### src/pkg/ptw_pkg.sv
/*
 Package for the prescaler, three timers, PWM and watchdog block and its CPU-side controller.
 Assumes a single system clock and a synchronous active-low reset.
*/
// Behaviour
// - Software halts prescaler before reading it
// - Software halts prescaler before writing it
// - Timer stopped before count source change
// - Timer count read only when stopped
// - Timer count load only when stopped
// - Timer 1 reload write avoids underflow cycle
// - Timer 3 high reload write avoids underflow
// - Stop on timer 3 underflow may glitch PWM
// - High reload at least one for expansion
// - Port C latch zero to output PWM
// - Counting begins at first source rising edge
// - First underflow may come one period early
// - Pin source counts on selected edge polarity
// - Watchdog on after reset; disable then restart
// - Back-up entry clears watchdog flag and counter
// - Restart clears overflow flag before back-up
// - Prescaler source bit zero selects instruction clock
// - Irq enable zero makes skip valid
package ptw_pkg;
   typedef enum logic [3:0] {
      PTW_OP_NONE, PTW_OP_READ_PRESCALER, PTW_OP_WRITE_PRESCALER, PTW_OP_READ_TIMER,
      PTW_OP_WRITE_TIMER, PTW_OP_LOAD_THIRD_BOTH, PTW_OP_WRITE_RELOAD, PTW_OP_WRITE_THIRD_HIGH,
      PTW_OP_WRITE_CONTROL, PTW_OP_DISABLE_WATCHDOG, PTW_OP_WATCHDOG_RESTART, PTW_OP_BACKUP_ENTRY,
      PTW_OP_SKIP_FIRST
   } ptw_op_type;
   localparam int PTW_DATA_W = 8;
   localparam int PTW_WDT_W = 16;
   // Control word fields
   localparam int PTW_CTL_PRESC_RUN = 0;
   localparam int PTW_CTL_PRESC_SRC = 1;
   localparam int PTW_CTL_T1_RUN = 2;
   localparam int PTW_CTL_T2_RUN = 3;
   localparam int PTW_CTL_T3_RUN = 4;
   localparam int PTW_CTL_T1_PIN = 5;
   localparam int PTW_CTL_T1_EDGE = 6;
   localparam int PTW_CTL_PWM_EN = 7;
   localparam int PTW_CTL_IRQ_EN = 8;
   localparam int PTW_CTL_W = 9;
   localparam logic [PTW_CTL_W-1:0] PTW_CTL_RESET = 9'h000;
   localparam logic [PTW_WDT_W-1:0] PTW_WDT_RESET = 16'hFFFF;
   localparam logic [7:0] PTW_INSTRUCTION_CLOCK_DIV = 8'h03;
   // AXI4-Lite offsets of the controller
   localparam logic [7:0] PTW_ADDR_CMD = 8'h00;
   localparam logic [7:0] PTW_ADDR_ARG = 8'h04;
   localparam logic [7:0] PTW_ADDR_RESULT = 8'h08;
   localparam logic [7:0] PTW_ADDR_STATUS = 8'h0C;
endpackage : ptw_pkg

### src/pkg/ptw_if.sv
/*
 Interface joining the CPU-side controller to the timer block.
 Assumes both ends share clk_sys.
*/
`timescale 1ns/1ns
`default_nettype none
interface ptw_if;
   import ptw_pkg::*;
   ptw_op_type op;
   logic [1:0] sel;
   logic [PTW_DATA_W-1:0] wdata;
   logic [PTW_CTL_W-1:0] ctl;
   logic [PTW_DATA_W-1:0] rdata;
   logic skip;
   logic [2:0] uflow;
   logic wdt_flag;
   logic wdt_enable;
   logic pwm;
   modport dev (input op, input sel, input wdata, input ctl, output rdata, output skip,
      output uflow, output wdt_flag, output wdt_enable, output pwm);
   modport ctl_end (output op, output sel, output wdata, output ctl, input rdata, input skip,
      input uflow, input wdt_flag, input wdt_enable, input pwm);
endinterface : ptw_if
`default_nettype wire

### src/verilog/ptw_device.sv
/*
 Prescaler, three down-counting timers with reloads, PWM on timer 3, watchdog.
 Assumes one op per cycle from the controller and an asynchronous counter pin input.
*/
// Chosen in the package and controller: the register offsets and the AXI4-Lite register port.
`timescale 1ns/1ns
`default_nettype none
module ptw_device (
   input wire logic clk_sys,
   input wire logic rst_b,
   ptw_if.dev bus,
   input wire logic counter_pin_zero,
   input wire logic port_c_latch,
   output logic counter_pin_one,
   output logic system_reset_req
);
   import ptw_pkg::*;
   logic [PTW_DATA_W-1:0] presc_reg, presc_next;
   logic [PTW_DATA_W-1:0] cnt_reg [3], cnt_next [3];
   logic [PTW_DATA_W-1:0] rld_reg [3], rld_next [3];
   logic [PTW_DATA_W-1:0] rld3h_reg, rld3h_next;
   logic [PTW_DATA_W-1:0] rdata_reg, rdata_next;
   logic [7:0] div_reg, div_next;
   logic [2:0] flag_reg, flag_next;
   logic pwm_reg, pwm_next;
   logic pwm_high_reg, pwm_high_next;
   logic pin_s1_reg, pin_s2_reg, pin_s3_reg;
   logic [PTW_WDT_W-1:0] wdt_reg, wdt_next;
   logic wdt_en_reg, wdt_en_next, wdt_flag_reg, wdt_flag_next;
   logic dis_arm_reg, dis_arm_next;
   logic skip_reg, skip_next;
   logic rst_req_reg, rst_req_next;
   logic instruction_clock, presc_tick, pin_edge, src [3], edge_hit [3], uf [3];
   logic [2:0] run;

   assign instruction_clock = (div_reg == 8'h00);
   // Prescaler output tick; its source is the instruction clock when bit clear
   assign presc_tick = bus.ctl[PTW_CTL_PRESC_RUN] && (presc_reg == '0) &&
      (bus.ctl[PTW_CTL_PRESC_SRC] ? 1'b1 : instruction_clock);
   assign run = {bus.ctl[PTW_CTL_T3_RUN], bus.ctl[PTW_CTL_T2_RUN], bus.ctl[PTW_CTL_T1_RUN]};
   always_comb begin
      // Timer 1 may follow the synchronised pin edge selected by software
      pin_edge = (pin_s2_reg ^ bus.ctl[PTW_CTL_T1_EDGE]) && !(pin_s3_reg ^ bus.ctl[PTW_CTL_T1_EDGE]);
      src[0] = bus.ctl[PTW_CTL_T1_PIN] ? pin_edge : presc_tick;
      src[1] = presc_tick;
      src[2] = presc_tick;
   end

   generate
      for (genvar i = 0; i < 3; i++) begin : g_tmr
         // Each source pulse is one edge; the first one after start is the first count
         assign edge_hit[i] = run[i] && src[i];
         assign uf[i] = edge_hit[i] && (cnt_reg[i] == '0);
         always_comb begin
            cnt_next[i] = cnt_reg[i];
            rld_next[i] = rld_reg[i];
            if (uf[i]) begin
               // Entering the PWM high phase loads the high reload
               cnt_next[i] = (i == 2 && bus.ctl[PTW_CTL_PWM_EN] && !pwm_high_reg) ? rld3h_reg : rld_reg[i];
            end else if (edge_hit[i]) begin
               cnt_next[i] = cnt_reg[i] - 8'h01;
            end
            if (bus.op == PTW_OP_WRITE_TIMER && bus.sel == 2'(i)) begin
               cnt_next[i] = bus.wdata;
            end
            if (bus.op == PTW_OP_LOAD_THIRD_BOTH && i == 2) begin
               cnt_next[i] = bus.wdata;
               rld_next[i] = bus.wdata;
            end
            if (bus.op == PTW_OP_WRITE_RELOAD && bus.sel == 2'(i)) begin
               rld_next[i] = bus.wdata;
            end
         end
         always_ff @(posedge clk_sys) begin
            if (!rst_b) begin
               cnt_reg[i] <= 8'hFF;
               rld_reg[i] <= 8'hFF;
            end else begin
               cnt_reg[i] <= cnt_next[i];
               rld_reg[i] <= rld_next[i];
            end
         end
      end
   endgenerate

   always_comb begin
      div_next = instruction_clock ? PTW_INSTRUCTION_CLOCK_DIV : div_reg - 8'h01;
      presc_next = presc_reg;
      if (bus.ctl[PTW_CTL_PRESC_RUN] && (bus.ctl[PTW_CTL_PRESC_SRC] || instruction_clock)) begin
         presc_next = (presc_reg == '0) ? 8'h00 : presc_reg - 8'h01;
      end
      if (bus.op == PTW_OP_WRITE_PRESCALER) begin
         presc_next = bus.wdata;
      end
      rld3h_next = rld3h_reg;
      if (bus.op == PTW_OP_WRITE_THIRD_HIGH) begin
         rld3h_next = bus.wdata;
      end
      // PWM toggles phase on each timer 3 underflow; high phase uses the high reload
      pwm_next = pwm_reg;
      pwm_high_next = pwm_high_reg;
      if (!bus.ctl[PTW_CTL_PWM_EN]) begin
         pwm_next = 1'b0;
         pwm_high_next = 1'b0;
      end else if (uf[2]) begin
         pwm_next = !pwm_reg;
         pwm_high_next = !pwm_high_reg;
      end
      // Timer select 3 keeps the previous result
      rdata_next = rdata_reg;
      if (bus.op == PTW_OP_READ_PRESCALER) begin
         rdata_next = presc_reg;
      end else if (bus.op == PTW_OP_READ_TIMER && bus.sel != 2'd3) begin
         rdata_next = cnt_reg[bus.sel];
      end
      // Hardware set wins over the skip clear
      flag_next = flag_reg | {uf[2], uf[1], uf[0]};
      skip_next = 1'b0;
      if (bus.op == PTW_OP_SKIP_FIRST) begin
         skip_next = !bus.ctl[PTW_CTL_IRQ_EN] && flag_reg[0];
         if (!bus.ctl[PTW_CTL_IRQ_EN] && !uf[0]) begin
            flag_next[0] = 1'b0;
         end
      end
      if (bus.ctl[PTW_CTL_IRQ_EN] && !uf[0]) begin
         flag_next[0] = 1'b0;
      end
      // Watchdog
      wdt_en_next = wdt_en_reg;
      wdt_flag_next = wdt_flag_reg;
      rst_req_next = 1'b0;
      // A disable stays armed until the next op; only a restart as that op stops the watchdog
      dis_arm_next = dis_arm_reg;
      if (bus.op == PTW_OP_DISABLE_WATCHDOG) begin
         dis_arm_next = 1'b1;
      end else if (bus.op != PTW_OP_NONE) begin
         dis_arm_next = 1'b0;
      end
      wdt_next = wdt_reg;
      if (wdt_en_reg) begin
         wdt_next = wdt_reg - 16'h0001;
         if (wdt_reg == '0) begin
            rst_req_next = wdt_flag_reg;
            wdt_flag_next = 1'b1;
         end
      end
      // Restart reloads the counter; an expiry in the same cycle keeps its flag
      if (bus.op == PTW_OP_WATCHDOG_RESTART) begin
         wdt_next = PTW_WDT_RESET;
         if (!(wdt_en_reg && wdt_reg == '0)) begin
            wdt_flag_next = 1'b0;
         end
         if (dis_arm_reg) begin
            wdt_en_next = 1'b0;
         end
      end
      // Back-up entry initialises the flag and the counter
      if (bus.op == PTW_OP_BACKUP_ENTRY) begin
         wdt_flag_next = 1'b0;
         wdt_next = PTW_WDT_RESET;
      end
   end

   always_ff @(posedge clk_sys) begin
      pin_s1_reg <= counter_pin_zero;
      pin_s2_reg <= pin_s1_reg;
      pin_s3_reg <= pin_s2_reg;
      if (!rst_b) begin
         div_reg <= PTW_INSTRUCTION_CLOCK_DIV;
         presc_reg <= 8'h00;
         rld3h_reg <= 8'h01;
         pwm_reg <= 1'b0;
         pwm_high_reg <= 1'b0;
         rdata_reg <= 8'h00;
         flag_reg <= 3'h0;
         skip_reg <= 1'b0;
         wdt_reg <= PTW_WDT_RESET;
         wdt_en_reg <= 1'b1;
         wdt_flag_reg <= 1'b0;
         dis_arm_reg <= 1'b0;
         rst_req_reg <= 1'b0;
      end else begin
         div_reg <= div_next;
         presc_reg <= presc_next;
         rld3h_reg <= rld3h_next;
         pwm_reg <= pwm_next;
         pwm_high_reg <= pwm_high_next;
         rdata_reg <= rdata_next;
         flag_reg <= flag_next;
         skip_reg <= skip_next;
         wdt_reg <= wdt_next;
         wdt_en_reg <= wdt_en_next;
         wdt_flag_reg <= wdt_flag_next;
         dis_arm_reg <= dis_arm_next;
         rst_req_reg <= rst_req_next;
      end
   end

   assign bus.rdata = rdata_reg;
   assign bus.skip = skip_reg;
   assign bus.uflow = flag_reg;
   assign bus.wdt_flag = wdt_flag_reg;
   assign bus.wdt_enable = wdt_en_reg;
   assign bus.pwm = pwm_reg;
   // Pin shows PWM only while the port latch is low
   assign counter_pin_one = pwm_reg & !port_c_latch;
   assign system_reset_req = rst_req_reg;
endmodule : ptw_device
`default_nettype wire
### src/flat_wrapper.sv
// flat-port wrapper written by rule: the top's interface ports become plain ports
module ptw_device_flat import ptw_pkg::*;
  (clk_sys, rst_b, counter_pin_zero, port_c_latch, counter_pin_one, system_reset_req, bus_op, bus_sel, bus_wdata, bus_ctl, bus_rdata, bus_skip, bus_uflow, bus_wdt_flag, bus_wdt_enable, bus_pwm);
  ptw_if bus_i ();
  input wire logic clk_sys;
  input wire logic rst_b;
  input wire logic counter_pin_zero;
  input wire logic port_c_latch;
  output logic counter_pin_one;
  output logic system_reset_req;
  input wire logic [$bits(bus_i.op)-1:0] bus_op;
  input wire logic [$bits(bus_i.sel)-1:0] bus_sel;
  input wire logic [$bits(bus_i.wdata)-1:0] bus_wdata;
  input wire logic [$bits(bus_i.ctl)-1:0] bus_ctl;
  output wire logic [$bits(bus_i.rdata)-1:0] bus_rdata;
  output wire logic [$bits(bus_i.skip)-1:0] bus_skip;
  output wire logic [$bits(bus_i.uflow)-1:0] bus_uflow;
  output wire logic [$bits(bus_i.wdt_flag)-1:0] bus_wdt_flag;
  output wire logic [$bits(bus_i.wdt_enable)-1:0] bus_wdt_enable;
  output wire logic [$bits(bus_i.pwm)-1:0] bus_pwm;
  assign bus_i.op = bus_op;
  assign bus_i.sel = bus_sel;
  assign bus_i.wdata = bus_wdata;
  assign bus_i.ctl = bus_ctl;
  assign bus_rdata = bus_i.rdata;
  assign bus_skip = bus_i.skip;
  assign bus_uflow = bus_i.uflow;
  assign bus_wdt_flag = bus_i.wdt_flag;
  assign bus_wdt_enable = bus_i.wdt_enable;
  assign bus_pwm = bus_i.pwm;
  ptw_device u_core (.clk_sys(clk_sys), .rst_b(rst_b), .bus(bus_i), .counter_pin_zero(counter_pin_zero), .port_c_latch(port_c_latch), .counter_pin_one(counter_pin_one), .system_reset_req(system_reset_req));
endmodule
### config.mk
export PLATFORM = sky130hd
export DESIGN_NAME = ptw_device_flat
export DESIGN_NICKNAME = d
export VERILOG_FILES = /design/src/pkg/ptw_pkg.sv /design/src/pkg/ptw_if.sv /design/src/verilog/ptw_device.sv /design/src/flat_wrapper.sv
export SDC_FILE = /design/constraint.sdc
export NUM_CORES = 1
export LEC_CHECK = 0
export ABC_CLOCK_PERIOD_IN_PS = 2100
export BUFFER_PORTS_ARGS = -buffer_cell sky130_fd_sc_hd__buf_4
export CAP_MARGIN = 15
export CORE_ASPECT_RATIO = 0.9
export CORE_MARGIN = 2
export CORE_UTILIZATION = 45
export DETAILED_ROUTE_END_ITERATION = 10
export PLACE_DENSITY = 0.74
export SYNTH_ARGS = -nofsm -noshare
export SYNTH_HDL_FRONTEND = slang
export SYNTH_SLANG_ARGS = --single-unit
### constraint.sdc
create_clock -name clk_sys -period 2.1 [get_ports clk_sys]
set_input_delay 0.21 -clock clk_sys [delete_from_list [all_inputs] [get_ports clk_sys]]
set_output_delay 0.21 -clock clk_sys [all_outputs]
set_load 0.1 [all_outputs]
==> impl_metrics.py <==
metrics = {
    "run_status": {
        "status": "complete, no violations",
    },
    "cts": {
        "clock_latency_ns": 0.36,
        "cts_tree": "built",
        "cts.sink_count": 109,
        "path_clk_slew_ns": 0.07,
        "cts_buffers": 9,
        "cts_root_buffer": "clkbuf_16",
        "cts.htree.levels": 3,
        "cts_max_path_buffers": 2,
    },
    "setup_path": {
        "cp_data_arrival_time_ns": 2.26,
        "regToRegSetupSlack_ns": 0.07,
        "critPathLaunchType": "flop",
        "cp-end-kind": "flop",
        "cp.required_ns": 2.33,
        "crit_type": "flop to flop",
        "path_max_fanout": 6,
    },
    "timing": {
        "hold_ws_ns": 0.01878,
        "max_slew_margin": 0.5772,
        "fin_skew_ns": 0.009524,
        "max_freq_mhz": 493.0,
        "maxSlewViolCount": 0,
        "final_hold_viol_count": 0,
        "worst_slack_ns": 0.07144,
        "min_period_over_period": 0.9660,
        "worst_pin_slew_ns": 0.6299,
        "rsz0062_at_grt": "true",
        "finalCriticalPeriod_ns": 2.029,
        "setup_viol_count_final": 0,
    },
    "yosys": {
        "syn_area_um2": 5717,
        "synthCells": 676,
        "synth.yosys.warnings": 0,
        "ys_seq_area_frac": 0.3817,
        "yosysTopAreaCell": "dfxtp_1",
        "synth_cell_types": 72,
        "synth_ff_type": "dfxtp_1",
        "synth_area_leaders": "dfxtp_1 (38%), mux2i_1 (7.7%), nand2_1 (6.0%), a21oi_1 (4.4%), nor2_1 (3.8%)",
        "synth_edf_count": 0,
        "synthArstFlopShare": 0,
        "synth.top_cell.area_share": 0.3817,
        "ys_ff_latch": 109,
        "avgSynthCellArea_um2": 8.457,
        "syn-num-nets": 713,
    },
    "detailed_routing": {
        "viasPerCell": 5.869,
        "drc": 0,
        "dr.pass1.iters": 5,
        "drt_iter0_markers": 393,
        "wire_per_inst_um": 17.38,
        "vias": 5335,
        "ant_nets": 0,
        "drt_wl_total_um": 15800,
    },
    "place": {
        "numPortBuffers": 43,
        "post-place-ws_ns": -0.04210,
        "place.gp.congestion": 0.9814,
        "hpwlAfterDp_um": 11290,
        "dpl_cell_area_um2": 6374,
    },
    "global_routing": {
        "grt_pass1_vias": 4913,
        "grt_usage": 0.2358,
        "antenna_found_initial": 0,
        "gr-total-overflow": 0,
        "grt_max_degree": 32,
        "grt_pass1_wl_um": 25070,
    },
    "floorplanning": {
        "start_util": 0.4559,
        "coreArea_um2": 12540,
        "die_w_um": 122.8,
        "die_h_um": 110.9,
        "die-area_um2": 13620,
        "rows": 39,
        "io_pins": 44,
    },
    "cells_and_area": {
        "syn2layout_area_growth_pct": 18.19,
        "layout-drive-gt1-share": 0.1987,
        "nNetsFinal": 778,
        "fillCellCount": 1098,
        "antenna_cells": 0,
        "postLayoutCellArea_um2": 6756,
    },
    "job": {
        "maxCapViolCount": 0,
    },
    "min_path": {
        "holdCritPathClass": "input port to flop",
    },
    "pwr": {
        "power_density_nw_per_um2": 712.6,
        "p_sw_mw": 1.375,
        "p_leak_nw": 2.773,
        "vdd_ir_drop_max_uv": 622.3,
        "swShare": 0.2855,
        "intPower_mw": 3.440,
        "combPwrFrac": 0.196,
        "seqPwrFrac": 0.464,
        "clockPowerShare": 0.341,
    },
}
==> routing by layer <==
layer,GRT usage,wire [um],up-vias
met2,0.3554,6992,220
met1,0.3300,7045,2523
met4,0.09195,483,0
met3,0.04527,1280,34
met5,0,0,-
li1,-,-,2558
==> power groups by stage <==
stage	sequential (mW)	clock, mW	combinational, mW
2_1_floorplan	2.31	0	0.569
3_3_place_gp	2.27	0	0.858
3_5_place_dp	2.27	0	0.879
4_1_cts	2.23	1.67	0.893
5_1_grt	2.24	1.73	1.02
6_report	2.23	1.64	0.943
==> through the flow <==
step                cells    util  setup TNS, ns  power (mW)
floorplan             676       -       -0.05408       2.880
global placement      890  0.5082              0       3.127
detailed placement    890  0.5082       -0.04786       3.151
CTS                   906  0.5324              0       4.788
global route          909  0.5388       -0.07705       4.994
finish                909  0.5388              0       4.815
==> worst max-delay path, stage by stage (launching register included) <==
cell and delay, ns:
dfxtp_2 0.35, inv_1 0.07, ha_1 0.21, and4bb_2 0.25, a22o_1 0.24, buf_4 0.17
a21oi_4 0.24, buf_6 0.14, o2bb2ai_1 0.12, a22oi_1 0.11
==> layout make-up <==
type                            count  area, um^2  share of cell area
Multi-Input combinational cell    510        3318              0.4911
Sequential cell                   109        2190              0.3241
Timing Repair Buffer               91       689.4              0.1020
Clock buffer                       14       274.0             0.04056
Tap cell                          164       205.2             0.03037
Inverter                           20       75.07             0.01111
Clock inverter                      1       5.005           0.0007407
==> path summary, 6_finish.rpt <==
kind,start,endpoint,cells past startpoint
max,u_core.div_reg[0],u_core.cnt_reg[0][7],9
min,bus_ctl[8],u_core.bus.skip,2
max reg2reg,u_core.div_reg[0],u_core.cnt_reg[0][7],9
min reg2reg,u_core.pin_s1_reg,u_core.pin_s2_reg,0
==> Yosys cell counts (all sizes together) (9+ instances only) <==
library cell and n:
dfxtp 109, nand2 92, nor2 60, a21oi 51, mux2i 44, nor3 33, clkbuf 25, o21ai 23
xnor2 22, nand3 20, inv 19, nor4 19, a211oi 17, mux2 11, and3 10, ha 10
buf 9, or4 9
==> logic make-up after synthesis <==
family          synth area share
simple gates              0.2574
compound gates            0.1469
flops                     0.3817
buf+inv                  0.05056
mux                      0.09871
xor+xnor                 0.04290
fa+ha+maj                0.02189
==> placed cells by master, fill, tap and decap left out, types with 3 or more instances in the layout <==
cell type / n
dfxtp_1: 105
nand2_1: 92
buf_4: 89
nor2_1: 57
a21oi_1: 50
mux2i_1: 44
nor3_1: 31
xnor2_1: 22
o21ai_0: 20
nand3_1: 19
inv_1: 17
a211oi_1: 17
nor4_1: 15
mux2_2: 11
ha_1: 9
clkbuf_16: 9
or4_1: 8
and3_1: 8
nor2b_1: 7
nor3b_1: 7
a22oi_1: 7
o211ai_1: 7
xor2_1: 6
or3_1: 5
nor4b_1: 4
a31oi_1: 4
o31ai_1: 3
o21ai_1: 3
nand4_1: 3
clkbuf_8: 3
dfxtp_2: 3
==> repair_timing <==
action                     4_1_cts  5_1_grt
setup buffers                    0        3
setup endpoints to repair        5       13
hold endpoints to repair         1        0
hold buffers                     1        0
pin swaps                        0        8
resized for setup                5       15
No activity file was read; power rests on OpenSTA's default activity.
